`src/hw/ssi_consts.svh`:
```
`ifndef SSI_CONSTS_SVH
`define SSI_CONSTS_SVH

// Register byte offsets
`define SSI_OFF_CTRL 12'h000
`define SSI_OFF_STATUS 12'h004
`define SSI_OFF_IRQ_STAT 12'h008
`define SSI_OFF_IRQ_MASK 12'h00C

// Control register fields
`define SSI_CTRL_SCAN_ON 0
`define SSI_CTRL_SCAN_OFF 1
`define SSI_CTRL_TX_OK 2

// Interrupt status and mask fields
`define SSI_IRQ_CALL 0
`define SSI_IRQ_ANSWER 1
`define SSI_IRQ_UNANSWERED 2
`define SSI_IRQ_RESUME 3
`define SSI_IRQ_W 4

// Reset values
`define SSI_RST_TX_OK 1'b0
`define SSI_RST_MASK 4'h0

// Timing
`define SSI_CLK_HZ 20_000_000
`define SSI_RESUME_SEC 150
`define SSI_TR_SWITCH_MS 20

`endif

```
`src/hw/ssi_pkg.sv`:
```
package ssi_pkg;

  // Operating states of the signalling interface
  typedef enum logic [2:0]
  {
    SSI_IDLE,
    SSI_SCAN,
    SSI_HOLD,
    SSI_CALLED,
    SSI_WAIT
  } ssi_state_t;

  typedef logic [3:0] ssi_irq_t;

endpackage

```
`src/hw/ssi_top.sv`:
```
// Summary of operation
// - Mute request high keeps speaker silent, except during a call for us
// - Outside scan, external push-to-talk keys transmitter
// - Scan mode drives scan output high
// - Scan with mute: mute, lamp, eight channels
// - Scan push-to-talk holds channel, no keying
// - Scan alarm low keys transmitter for revertive
// - Call stops scan, lights called and point
// - Prompt mic push-to-talk leaves scan, clears lamps
// - Unanswered: remute, resume after 2.5 minutes
// - Transmit switching via interface within 20ms
//
// Register access over APB and the address map were left to the implementer.
`timescale 1ns/1ps
`include "ssi_consts.svh"

module ssi_top #(
  // Resume delay in clocks; shorten for simulation
  parameter logic [31:0] RESUME_CYCLES =
    32'(64'(`SSI_RESUME_SEC) * 64'(`SSI_CLK_HZ))
)
(
  input wire logic pclk,
  input wire logic presetn,
  input wire logic psel,
  input wire logic penable,
  input wire logic pwrite,
  input wire logic [11:0] paddr,
  input wire logic [31:0] pwdata,
  output logic [31:0] prdata,
  output logic pready,
  output logic pslverr,
  input wire logic quiet_req_pin,
  input wire logic ext_ptt_n_pin,
  input wire logic alarm_n_pin,
  input wire logic mic_ptt_n_pin,
  output logic scan_mode_out,
  output logic spk_mute,
  output logic scall_mute_lamp,
  output logic scan_limit8,
  output logic scan_run,
  output logic tx_key,
  output logic called_lamp,
  output logic dp_lamp,
  output logic irq
);
  import ssi_pkg::*;

  // Synchroniser stages, first and second
  logic [3:0] sync1_q;
  logic [3:0] sync2_q;
  // Synchronised pin levels
  logic quiet_s;
  logic ext_ptt_s;
  logic alarm_s;
  logic mic_ptt_s;

  // Main state and its next value
  ssi_state_t state_q;
  ssi_state_t state_d;
  // Latched called indication
  logic called_q;
  // Resume countdown
  logic [31:0] resume_cnt_q;
  logic resume_done;

  // Software control
  logic tx_ok_q;
  logic scan_on_pulse;
  logic scan_off_pulse;
  ssi_irq_t irq_stat_q;
  ssi_irq_t irq_mask_q;
  ssi_irq_t events;

  // Bus decode
  logic wr_en;
  logic rd_setup;
  logic addr_ok;

  // True when a byte address maps to a register
  function automatic logic addr_hit(input logic [11:0] a);
    addr_hit = (a == `SSI_OFF_CTRL) || (a == `SSI_OFF_STATUS) ||
      (a == `SSI_OFF_IRQ_STAT) || (a == `SSI_OFF_IRQ_MASK);
  endfunction

  // Two flops per pin before anything reads it
  always_ff @(posedge pclk or negedge presetn)
  begin
    if (!presetn)
    begin
      // Idle levels: muted, all active-low lines released
      sync1_q <= 4'hF;
      sync2_q <= 4'hF;
    end
    else
    begin
      sync1_q <= {quiet_req_pin, ext_ptt_n_pin, alarm_n_pin,
        mic_ptt_n_pin};
      sync2_q <= sync1_q;
    end
  end

  // Active-high views of the synchronised lines
  assign quiet_s = sync2_q[3];
  assign ext_ptt_s = !sync2_q[2];
  assign alarm_s = !sync2_q[1];
  assign mic_ptt_s = !sync2_q[0];

  // APB handshake: access phase always completes in one cycle
  assign rd_setup = psel && !penable;
  assign wr_en = psel && penable && pready && pwrite;
  assign addr_ok = addr_hit(paddr);
  assign scan_on_pulse = wr_en && (paddr == `SSI_OFF_CTRL) &&
    pwdata[`SSI_CTRL_SCAN_ON];
  assign scan_off_pulse = wr_en && (paddr == `SSI_OFF_CTRL) &&
    pwdata[`SSI_CTRL_SCAN_OFF];

  // Ready and error are registered during the setup cycle
  always_ff @(posedge pclk or negedge presetn)
  begin
    if (!presetn)
    begin
      pready <= 1'b0;
      pslverr <= 1'b0;
    end
    else
    begin
      pready <= rd_setup;
      pslverr <= rd_setup && !addr_ok;
    end
  end

  // Read data captured at setup, so it is stable through access
  always_ff @(posedge pclk or negedge presetn)
  begin
    if (!presetn)
      prdata <= 32'h0000_0000;
    else if (rd_setup && !pwrite)
    begin
      if (paddr == `SSI_OFF_CTRL)
        prdata <= {29'h0000_0000, tx_ok_q, 2'b00};
      else if (paddr == `SSI_OFF_STATUS)
        prdata <= {20'h0_0000, quiet_s, ext_ptt_s, alarm_s, mic_ptt_s,
          called_q, 4'h0, 3'(state_q)};
      else if (paddr == `SSI_OFF_IRQ_STAT)
        prdata <= {28'h000_0000, irq_stat_q};
      else if (paddr == `SSI_OFF_IRQ_MASK)
        prdata <= {28'h000_0000, irq_mask_q};
      else
        prdata <= 32'h0000_0000;
    end
  end

  // Transmit permission stands in for the other keying conditions
  always_ff @(posedge pclk or negedge presetn)
  begin
    if (!presetn)
      tx_ok_q <= `SSI_RST_TX_OK;
    else if (wr_en && paddr == `SSI_OFF_CTRL)
      tx_ok_q <= pwdata[`SSI_CTRL_TX_OK];
  end

  // Interrupt mask register
  always_ff @(posedge pclk or negedge presetn)
  begin
    if (!presetn)
      irq_mask_q <= `SSI_RST_MASK;
    else if (wr_en && paddr == `SSI_OFF_IRQ_MASK)
      irq_mask_q <= pwdata[3:0];
  end

  // State transition events feed the sticky status
  always_comb
  begin
    events = 4'h0;
    events[`SSI_IRQ_CALL] = (state_q != SSI_CALLED) &&
      (state_d == SSI_CALLED);
    events[`SSI_IRQ_ANSWER] = (state_q == SSI_CALLED) &&
      (state_d == SSI_IDLE);
    events[`SSI_IRQ_UNANSWERED] = (state_q == SSI_CALLED) &&
      (state_d == SSI_WAIT);
    events[`SSI_IRQ_RESUME] = (state_q == SSI_WAIT) &&
      (state_d == SSI_SCAN);
  end

  // Sticky status cleared by a completed read; a new event wins
  always_ff @(posedge pclk or negedge presetn)
  begin
    if (!presetn)
      irq_stat_q <= 4'h0;
    else if (psel && penable && pready && !pwrite &&
      paddr == `SSI_OFF_IRQ_STAT)
      irq_stat_q <= events;
    else
      irq_stat_q <= irq_stat_q | events;
  end

  // Level interrupt from any unmasked pending bit
  always_ff @(posedge pclk or negedge presetn)
  begin
    if (!presetn)
      irq <= 1'b0;
    else
      irq <= |(irq_stat_q & irq_mask_q);
  end

  assign resume_done = (resume_cnt_q == 32'h0000_0000);

  // Next state of the scan and call sequence
  always_comb
  begin
    state_d = state_q;
    case (state_q)
      SSI_IDLE:
      begin
        // Scan stays off until the scan pad is pressed again
        if (scan_on_pulse)
          state_d = SSI_SCAN;
      end
      SSI_SCAN:
      begin
        // Integrated alarm low means a call for us; also halts
        // teletype scanning
        if (scan_off_pulse)
          state_d = SSI_IDLE;
        else if (alarm_s)
          state_d = SSI_CALLED;
        else if (ext_ptt_s)
          state_d = SSI_HOLD;
      end
      SSI_HOLD:
      begin
        // Dwell while the far unit decodes the call
        if (scan_off_pulse)
          state_d = SSI_IDLE;
        else if (alarm_s)
          state_d = SSI_CALLED;
        else if (!ext_ptt_s)
          state_d = SSI_SCAN;
      end
      SSI_CALLED:
      begin
        // Prompt answer leaves scan; otherwise wait for alarm end
        if (mic_ptt_s)
          state_d = SSI_IDLE;
        else if (!alarm_s)
          state_d = SSI_WAIT;
      end
      SSI_WAIT:
      begin
        // Muted hold-off before scanning restarts
        if (mic_ptt_s || scan_off_pulse)
          state_d = SSI_IDLE;
        else if (alarm_s)
          state_d = SSI_CALLED;
        else if (resume_done)
          state_d = SSI_SCAN;
      end
      default:
        state_d = SSI_IDLE;
    endcase
  end

  // State register
  always_ff @(posedge pclk or negedge presetn)
  begin
    if (!presetn)
      state_q <= SSI_IDLE;
    else
      state_q <= state_d;
  end

  // Resume timer reloads on every clock outside the wait, counts down inside it
  always_ff @(posedge pclk or negedge presetn)
  begin
    if (!presetn)
      resume_cnt_q <= 32'h0000_0000;
    else if (state_q != SSI_WAIT)
      resume_cnt_q <= RESUME_CYCLES - 32'h0000_0001;
    else if (!resume_done)
      resume_cnt_q <= resume_cnt_q - 32'h0000_0001;
  end

  // Called indication lasts until the operator keys the microphone
  always_ff @(posedge pclk or negedge presetn)
  begin
    if (!presetn)
      called_q <= 1'b0;
    else if (state_d == SSI_CALLED)
      called_q <= 1'b1;
    else if (mic_ptt_s)
      called_q <= 1'b0;
  end

  // Lamp outputs follow the latched indication
  always_ff @(posedge pclk or negedge presetn)
  begin
    if (!presetn)
    begin
      called_lamp <= 1'b0;
      dp_lamp <= 1'b0;
    end
    else
    begin
      called_lamp <= called_q;
      dp_lamp <= called_q;
    end
  end

  // Scan line and scan restriction outputs
  always_ff @(posedge pclk or negedge presetn)
  begin
    if (!presetn)
    begin
      scan_mode_out <= 1'b0;
      scall_mute_lamp <= 1'b0;
      scan_limit8 <= 1'b0;
      scan_run <= 1'b0;
    end
    else
    begin
      scan_mode_out <= (state_q != SSI_IDLE);
      scall_mute_lamp <= (state_q != SSI_IDLE) && quiet_s;
      scan_limit8 <= (state_q != SSI_IDLE) && quiet_s;
      // Channel stepping only in the free-running scan state
      scan_run <= (state_q == SSI_SCAN);
    end
  end

  // Speaker mute: open during a call for us, shut in the wait, else follows the mute request
  always_ff @(posedge pclk or negedge presetn)
  begin
    if (!presetn)
      spk_mute <= 1'b1;
    else if (state_q == SSI_CALLED)
      spk_mute <= 1'b0;
    else if (state_q == SSI_WAIT)
      spk_mute <= 1'b1;
    else
      spk_mute <= quiet_s;
  end

  // Transmit keying; a few clocks, far inside the switching budget
  always_ff @(posedge pclk or negedge presetn)
  begin
    if (!presetn)
      tx_key <= 1'b0;
    else if (state_q == SSI_IDLE)
      tx_key <= ext_ptt_s && tx_ok_q;
    else if (state_q == SSI_CALLED)
      tx_key <= alarm_s && tx_ok_q;
    else
      tx_key <= 1'b0;
  end

endmodule // ssi_top

```
`config.mk`:
```
export PLATFORM = sky130hd
export DESIGN_NAME = ssi_top
export DESIGN_NICKNAME = d
export VERILOG_FILES = /design/src/hw/ssi_pkg.sv /design/src/hw/ssi_top.sv
export VERILOG_INCLUDE_DIRS = /design/src /design/src/hw
export SDC_FILE = /design/constraint.sdc
export NUM_CORES = 1
export LEC_CHECK = 0
export BUFFER_PORTS_ARGS = -buffer_cell sky130_fd_sc_hd__buf_2
export CAP_MARGIN = 10
export CORE_UTILIZATION = 53
export DETAILED_ROUTE_END_ITERATION = 10
export GPL_ROUTABILITY_DRIVEN = 0
export PLACE_DENSITY_LB_ADDON = 0.1
export RECOVER_POWER = 50
export SYNTH_ARGS = -nofsm -noshare
export SYNTH_HDL_FRONTEND = slang
export SYNTH_SLANG_ARGS = --single-unit
```
`constraint.sdc`:
```
create_clock -name pclk -period 3 [get_ports pclk]
set_clock_uncertainty 0.15 [all_clocks]
set_input_delay 0.6 -clock pclk [delete_from_list [all_inputs] [get_ports pclk]]
set_output_delay 0.6 -clock pclk [all_outputs]
set_load 0.02 [all_outputs]
```
==> results of run 1 <==
==> per-layer routing <==
metal | GRT usage | part of all wire
met1 | 0.279 | 0.45
met2 | 0.356 | 0.48
met3 | 0.0406 | 0.041
met4 | 0.103 | 0.022
met5 | 0 | 0
==> registers in the layout, indices dropped and copies added, names as in the netlist, 3 cells and up <==
| signal | cells |
|---|---|
| prdata | 9 |
| resume_cnt_q | 32 |
| sync1_q | 4 |
| irq_stat_q | 4 |
| sync2_q | 4 |
| irq_mask_q | 4 |
| state_q | 3 |
==> final cells by class <==
cell class / count / area (µm²)
fill: 551 / 2380
multi-input combinational: 264 / 1590
sequential: 71 / 1790
tap: 77 / 96.3
clock buffer: 10 / 128
inverter: 5 / 18.8
clock inverter: 6 / 92.6
timing repair buffer: 57 / 328
==> placed cells by master (no fill, tap or decap), drive strengths merged, types with 3 or more instances in the layout <==
master	instances
a21oi	14
a31oi	3
and2	5
and3	3
and4	3
buf	55
clkbuf	12
conb	23
dfrtp	62
dfstp	9
inv	7
mux2	7
nand2	40
nand2b	4
nand3	10
nor2	19
nor2b	3
nor3	8
nor3b	3
nor4	13
o211ai	3
o21ai	20
o2bb2ai	4
o31ai	12
or2	4
or3	12
or4	16
xnor2	5
==> stage by stage <==
step                      cells   util
after floorplan             381      -
final                       490  0.629
after CTS                   490  0.630
after detailed placement    474  0.596
after global placement      474  0.596
after global routing        490  0.629
==> cell families after synthesis <==
group	count (synthesis)	synth area share
AOI/OAI and AO/OA	73	0.133
xor gates and xnor gates	6	0.0147
adders and majority gates	2	0.00702
buffers and inverters	46	0.0754
DFF	71	0.501
muxes	9	0.0312
other	1	0.00105
and+or+nand+nor	151	0.236
==> power by group through the flow <==
stage / logic (mW) / registers (mW) / clock network (mW)
2_1_floorplan: 0.282 / 1.10 / 0
3_3_place_gp: 0.365 / 1.10 / 0
5_1_grt: 0.410 / 1.10 / 0.906
3_5_place_dp: 0.371 / 1.10 / 0
6_report: 0.369 / 1.09 / 0.847
4_1_cts: 0.373 / 1.09 / 0.866
==> worst paths after layout <==
kind / depth (start not counted) / end / slack [ns] / start
hold reg to reg: 0 / sync2_q[3] / 0.21 / sync1_q[3]
setup reg to reg: 5 / resume_cnt_q[3] / 0.40 / resume_cnt_q[27]
min in group asynchronous: 1 / resume_cnt_q[6] / 0.57 / presetn
hold / removal: 1 / sync1_q[0] / 0.19 / mic_ptt_n_pin
setup / recovery: 5 / resume_cnt_q[3] / 0.40 / resume_cnt_q[27]
max in group asynchronous: 1 / resume_cnt_q[15] / 1.10 / presetn
==> flow_summary.ini, run 1 <==
[cts]
clock_sinks = 71
clkSlewWorstSetupHoldPaths_ns = 0.08
clock_path_buffers = 2
postCtsHoldBufs = 0
htreeDepth = 3
ctsResizeCount = 0
cts_buffers = 9
cts_tree = done
cts_setup_buffers = 0
cts-root-buf = clkbuf_8
clk_latency_ns = 0.35

[global_route]
grt_pass1_wl_um = 12000
grt.overflow.total = 0
grt_max_degree = 40
grt_usage = 0.217
antenna_found_initial = 0
grt_pass1_vias = 2510

[place]
place_area_mm2 = 0.00382
post-dp-hpwl_um = 5130
port_buffers = 44
dp_slack_ns = 0.322

[detailed_routing]
routedWlPerCell_um = 14.9
drtPass1Iterations = 8
ant_nets = 0
via_count = 2826
drt-total-wl_um = 7310
first_iter_violations = 135
drcViolationCount = 12
routed_via_density = 5.77

[synth]
synthTopCellsByCount = 62 x dfrtp_1, 40 x nand2_1, 25 x buf_4, 19 x nor2_1, 18 x o21ai_0
yosys.area.top_type = dfrtp_1
synth_flop_cell = dfrtp_1
synth.most_common_cell = dfrtp_1
ys_warn_count = 0
ys_seq_elements = 71
synth_edf_count = 0
yosys-top-cells-area = dfrtp_1 44%, dfstp_2 6.6%, buf_4 5.3%, nand2_1 4.2%, or4_1 3.2%
synth-seq-area-share = 0.501
synthCells = 359
syn_area_per_cell_um2 = 9.93
postSynth.asyncResetShare = 1.00
yosysTopAreaCellShare = 0.435
synth_cell_types = 55
synth_area_mm2 = 0.00357

[die]
start_util = 0.555
die_x_um = 84.0
die-area_mm2 = 0.00706
ios = 96
core_area_mm2 = 0.00642
rows = 29
chipHeight_um = 84.0

[sta]
worstMarginPinSlew_ns = 1.78
slew_viol_final = 33
hold_slack_ns = 0.195
final_hold_viol_count = 0
slew_headroom = -0.189
finalSetupViolCount = 0
period_minus_slack_ns = 2.60
setup_slack_ns = 0.400
post-route-period-util = 0.867
tns_ns = 0
fmax_mhz = 385
rsz0062_at_grt = false

[power]
p_seq_frac = 0.472
clock_power_share = 0.368
combPwrFrac = 0.160
p_switching_uw = 668
p_sw_frac = 0.290
leakage_nw = 1.65
power.total_mw = 2.30
p_int_mw = 1.64
powerDensity_mw_per_mm2 = 570
ir_drop_mv = 0.318

[setup_path]
critPathMaxFanout = 7
setup.worst_path.start_class = flop
path_cells = or4_1 -> or4_4 -> or3_1 -> and3_1 -> o21ai_1
cp_slowest_cell = or4_1
crit_buf_inv = 0
required_ns = 3.13
critPathMaxStageDelay_ns = 0.65
cp_top_family = simple AND/OR/NAND/NOR gates
end_kind = flop
path_class = reg2reg
arrival_ns = 2.73

[layout]
fin_area_mm2 = 0.00404
nets = 463
area_growth_pct = 13.4
final_layout_size_suffix_gt1_frac = 0.228
diodes = 0

[outcome]
violations = DRC, capacitance limit, slew limit
status = finished, violations left

[hold_path]
min_path_type = in2reg

[run]
max_cap_violations = 1
Power figures use the tool's default switching activity.
==> run 2, diff against run 1 <==
BUFFER_PORTS_ARGS = unset   (was -buffer_cell sky130_fd_sc_hd__buf_2)
CORE_UTILIZATION = 60   (was 53)
DONT_BUFFER_PORTS = 1   (was unset)
==> run 2 against run 1 <==
  * The flow finishes with violations (capacitance limit, slew limit)
  * Largest power group unchanged
  * Non-clock buffer count decreased by 45
  * Register-to-register slack got worse by 0.03 ns
  * Power down 4.7%
  * Sequential cell count unchanged
  * Critical path depth stayed put
  * Largest cell class unchanged
  * Combinational power is 29% lower
  * Highest routed layer unchanged
  * Global-route usage up 4.2 points
  * Utilization up 4.5 points
  * Final cell count down 10%
  * Hold slack worse by 0.11 ns
==> flow_summary.ini, run 2 (same netlist as run 1, synthesis figures left out) <==
[layout]
reg.largest.list = resume_cnt_q x32, prdata x9
nets = 418
multi_input_comb_area_mm2 = 0.00159
largest_reg_flops = 32
largest_register = resume_cnt_q
fin_cells = 440
final_common_cell = dfrtp_1
fin_area_mm2 = 0.00378
final_layout_size_suffix_gt1_frac = 0.139
diodes = 0
final-seq-area_mm2 = 0.00179
layout_common_cells = 62 x dfrtp_1, 40 x nand2_1, 23 x conb_1
area_growth_pct = 6.07
fill_cells = 439

[cts]
cts_tree = done
cts_buffers = 9
clkSlewWorstSetupHoldPaths_ns = 0.08
clock_path_buffers = 2
clock_sinks = 71
ctsResizeCount = 0
cts-root-buf = clkbuf_8
clk_latency_ns = 0.35
htreeDepth = 3

[sta]
final_hold_viol_count = 0
rsz0062_at_grt = false
period_minus_slack_ns = 2.63
finalSetupViolCount = 0
worstMarginPinSlew_ns = 1.67
slew_headroom = -0.116
tns_ns = 0
slew_viol_final = 72
fmax_mhz = 380
post-route-period-util = 0.878

[detailed_routing]
ant_nets = 0
drtPass1Iterations = 4
drcViolationCount = 0
routedWlPerCell_um = 16.4
via_count = 2627
drt-total-wl_um = 7200
routed_via_density = 5.97
first_iter_violations = 162

[die]
rows = 27
start_util = 0.636
die_x_um = 79.1
core_area_mm2 = 0.00561
die-area_mm2 = 0.00626
ios = 96
chipHeight_um = 79.1

[global_route]
grt_max_degree = 72
grt.overflow.total = 0
grt_usage = 0.259
antenna_found_initial = 0
grt_pass1_wl_um = 12200
grt_pass1_vias = 2567

[setup_path]
path_cells = nor3_1 -> nand2_1 -> or4_1 -> or4_1 -> a21oi_1
end_kind = flop
worstRegToRegCells = 5
r2r_end = resume_cnt_q[19]
critPathMaxStageDelay_ns = 0.69
required_ns = 3.13
crit_top_cell = or4_1
r2r_setup_slack_ns = 0.37
setup.worst_path.start_class = flop
arrival_ns = 2.76
reg2reg_from = resume_cnt_q[12]
cp_slowest_cell = or4_1
path_class = reg2reg
critPathMaxFanout = 9

[power]
power.total_mw = 2.20
powerDensity_mw_per_mm2 = 581
ir_drop_mv = 0.324
leakage_nw = 1.44

[hold_path]
min_to = sync1_q[1]
min_path_type = in2reg
holdPathStages = 0
hold_start = alarm_n_pin

[place]
place_area_mm2 = 0.00356
post-dp-hpwl_um = 4860
dp_cells = 422
port_buffers = 0

[outcome]
violations = capacitance limit, slew limit
status = finished, violations left

[run]
max_cap_violations = 1
## run 2: how the worst max path moves through the flow
| stage | endpoint | depth (start not counted) | startpoint | slack [ns] |
|---|---|---|---|---|
| floorplan | irq_mask_q[0] | 5 | paddr[1] | 0.36 |
| global placement | irq_mask_q[0] | 5 | paddr[1] | 0.43 |
| detailed placement | resume_cnt_q[19] | 5 | resume_cnt_q[12] | 0.42 |
| CTS | resume_cnt_q[3] | 5 | resume_cnt_q[27] | 0.39 |
| global route | resume_cnt_q[31] | 5 | resume_cnt_q[12] | 0.21 |
| finish | resume_cnt_q[19] | 5 | resume_cnt_q[12] | 0.37 |
## run 2: critical path: cells and delay by family, from the launching register on
| family | cells | cell delay (ns) |
|---|---|---|
| and+or+nand+nor | 4 | 1.82 |
| DFF | 1 | 0.43 |
| AOI/OAI and AO/OA | 1 | 0.16 |
## run 2: timing repair
item / in CTS / in global routing
hold buffers: 2 / 0
setup buffers: 0 / 0
hold endpoints to repair: 71 / 0
## run 2: area by class of cell
| class | instances | share of cell area |
|---|---|---|
| clock buffers | 9 | 0.0327 |
| clock inverters | 7 | 0.0212 |
| inverters | 5 | 0.00496 |
| multi-input cells | 264 | 0.421 |
| flip-flops and latches | 71 | 0.473 |
| well taps | 72 | 0.0238 |
| repair buffers | 12 | 0.0238 |
## run 2: power by group
group          internal, mW  switching, mW
combinational        0.0978          0.165
clock                 0.392          0.394
sequential             1.03          0.121
total                  1.52          0.680
## run 2: through the flow
step                worst slack [ns]   util  hold WS [ns]
floorplan                      0.362      -         0.154
global placement               0.433  0.635         0.156
detailed placement             0.421  0.635         0.156
CTS                            0.390  0.678        0.0704
global route                   0.206  0.674        0.0601
finish                         0.365  0.674        0.0871
## run 2: routing by layer
layer	part of all wire	vias to the layer above	track usage	wire length, µm
met2	0.50	76	0.428	3630
li1	-	1274	-	-
met5	0	-	0	0
met1	0.43	1262	0.320	3070
met3	0.048	15	0.0667	347
met4	0.020	0	0.113	142
==> run 3, diff against run 2 <==
CORE_ASPECT_RATIO = 0.5   (was unset)
==> run 3 against run 2 <==
  * The run ends with DRC, capacitance limit, slew limit left
  * First-iteration DRC count rose by 7.4%
  * Sequential share of layout area decreased by 1.3 points
  * Via count up 4.5%
  * Die area up 0.30%
==> flow_summary.ini, run 3 (same netlist as run 1, synthesis figures left out) <==
[outcome]
status = finished, violations left
violations = DRC, capacitance limit, slew limit

[place]
port_buffers = 0
post-dp-hpwl_um = 4800
place_area_mm2 = 0.00357
dp_slack_ns = 0.388

[detailed_routing]
drtPass1Iterations = 9
routed_via_density = 6.22
via_count = 2745
first_iter_violations = 174
ant_nets = 0
drcViolationCount = 20
routedWlPerCell_um = 16.3
drt-total-wl_um = 7200

[sta]
rsz0062_at_grt = false
period_minus_slack_ns = 2.65
slew_viol_final = 72
setup_slack_ns = 0.350
hold_slack_ns = 0.110
tns_ns = 0
worstMarginPinSlew_ns = 1.72
slew_headroom = -0.144
finalSetupViolCount = 0
post-route-period-util = 0.883
fmax_mhz = 377
final_hold_viol_count = 0

[die]
ios = 96
die-area_mm2 = 0.00627
core_area_mm2 = 0.00561
die_x_um = 111
chipHeight_um = 56.5
start_util = 0.636
rows = 19

[power]
leakage_nw = 1.49
ir_drop_mv = 0.368
powerDensity_mw_per_mm2 = 649
power.total_mw = 2.53

[setup_path]
path_class = reg2reg
required_ns = 3.11
critPathMaxFanout = 9
arrival_ns = 2.76
setup.worst_path.start_class = flop
end_kind = flop

[global_route]
grt_usage = 0.257
grt.overflow.total = 0
antenna_found_initial = 0
grt_pass1_wl_um = 12400
grt_pass1_vias = 2616
grt_max_degree = 72

[layout]
area_growth_pct = 9.16
largest_register = resume_cnt_q
layout_common_cells = 62 x dfrtp_1, 40 x nand2_1, 23 x conb_1
final_layout_size_suffix_gt1_frac = 0.136
final_common_cell = dfrtp_1
fin_area_mm2 = 0.00389
nets = 418
reg.largest.list = resume_cnt_q x32, prdata x9
diodes = 0
largest_reg_flops = 32

[run]
max_cap_violations = 1

[cts]
clk_latency_ns = 0.33
cts_tree = done
clock_sinks = 71
ctsResizeCount = 0
cts_buffers = 9
cts-root-buf = clkbuf_16
clkSlewWorstSetupHoldPaths_ns = 0.06
htreeDepth = 3
clock_path_buffers = 2

[hold_path]
min_path_type = in2reg
## run 3: changes by cell type in the layout (fill, tap and decap cells not counted)
cell	change
dlygate4sd3_1	-1
buf_4	+1
clkbuf_1	+2
clkbuf_8	-9
bufinv_16	+1
inv_6	-2
clkinvlp_4	+1
clkbuf_16	+9
clkinv_4	-2
## run 3: layer usage
metal | wire length (µm) | vias to the layer above | share of wire | track usage
met4 | 116 | 0 | 0.016 | 0.0849
met5 | 0 | - | 0 | 0
met3 | 417 | 14 | 0.058 | 0.0864
met2 | 3360 | 100 | 0.47 | 0.413
li1 | - | 1286 | - | -
met1 | 3310 | 1345 | 0.46 | 0.330
## run 3: layout make-up
type,instances,area (µm²)
Sequential cell,71,1790
Fill cell,414,1720
Multi-Input combinational cell,264,1590
Clock buffer,11,233
Tap cell,73,91.3
Timing Repair Buffer,12,87.6
Clock inverter,5,82.6
Inverter,5,18.8
## run 3: path summary, 6_finish.rpt
kind	slack, ns	endpoint	depth (start not counted)	startpoint
min in group asynchronous	0.57	resume_cnt_q[23]	1	presetn
worst min-delay path	0.11	sync1_q[0]	0	mic_ptt_n_pin
worst max-delay path	0.35	resume_cnt_q[29]	5	resume_cnt_q[8]
max in group asynchronous	1.11	resume_cnt_q[2]	1	presetn
worst max register to register	0.35	resume_cnt_q[29]	5	resume_cnt_q[8]
worst min register to register	0.21	sync2_q[3]	0	sync1_q[3]
## run 3: what timing repair did
action / in CTS / in global routing
hold buffers: 1 / 0
hold endpoints to repair: 71 / 0
buffers inserted: 0 / 0
## run 3: report_power, final
| group | internal, mW | total [mW] | switching [mW] |
|---|---|---|---|
| Clock | 0.727 | 1.12 | 0.390 |
| Sequential | 1.03 | 1.15 | 0.118 |
| Combinational | 0.0970 | 0.262 | 0.164 |
## run 3: stage by stage
step                instances   util
floorplan                 381      -
global placement          424  0.637
detailed placement        424  0.637
CTS                       441  0.698
global route              441  0.694
finish                    441  0.694
## run 3: critical path, cell delays in order, from the launching register on
cell and delay [ns]:
dfrtp_1 0.44, nor4_1 0.48, nand2_1 0.22, or4_1 0.67, or4_1 0.53, nand3_1 0.10
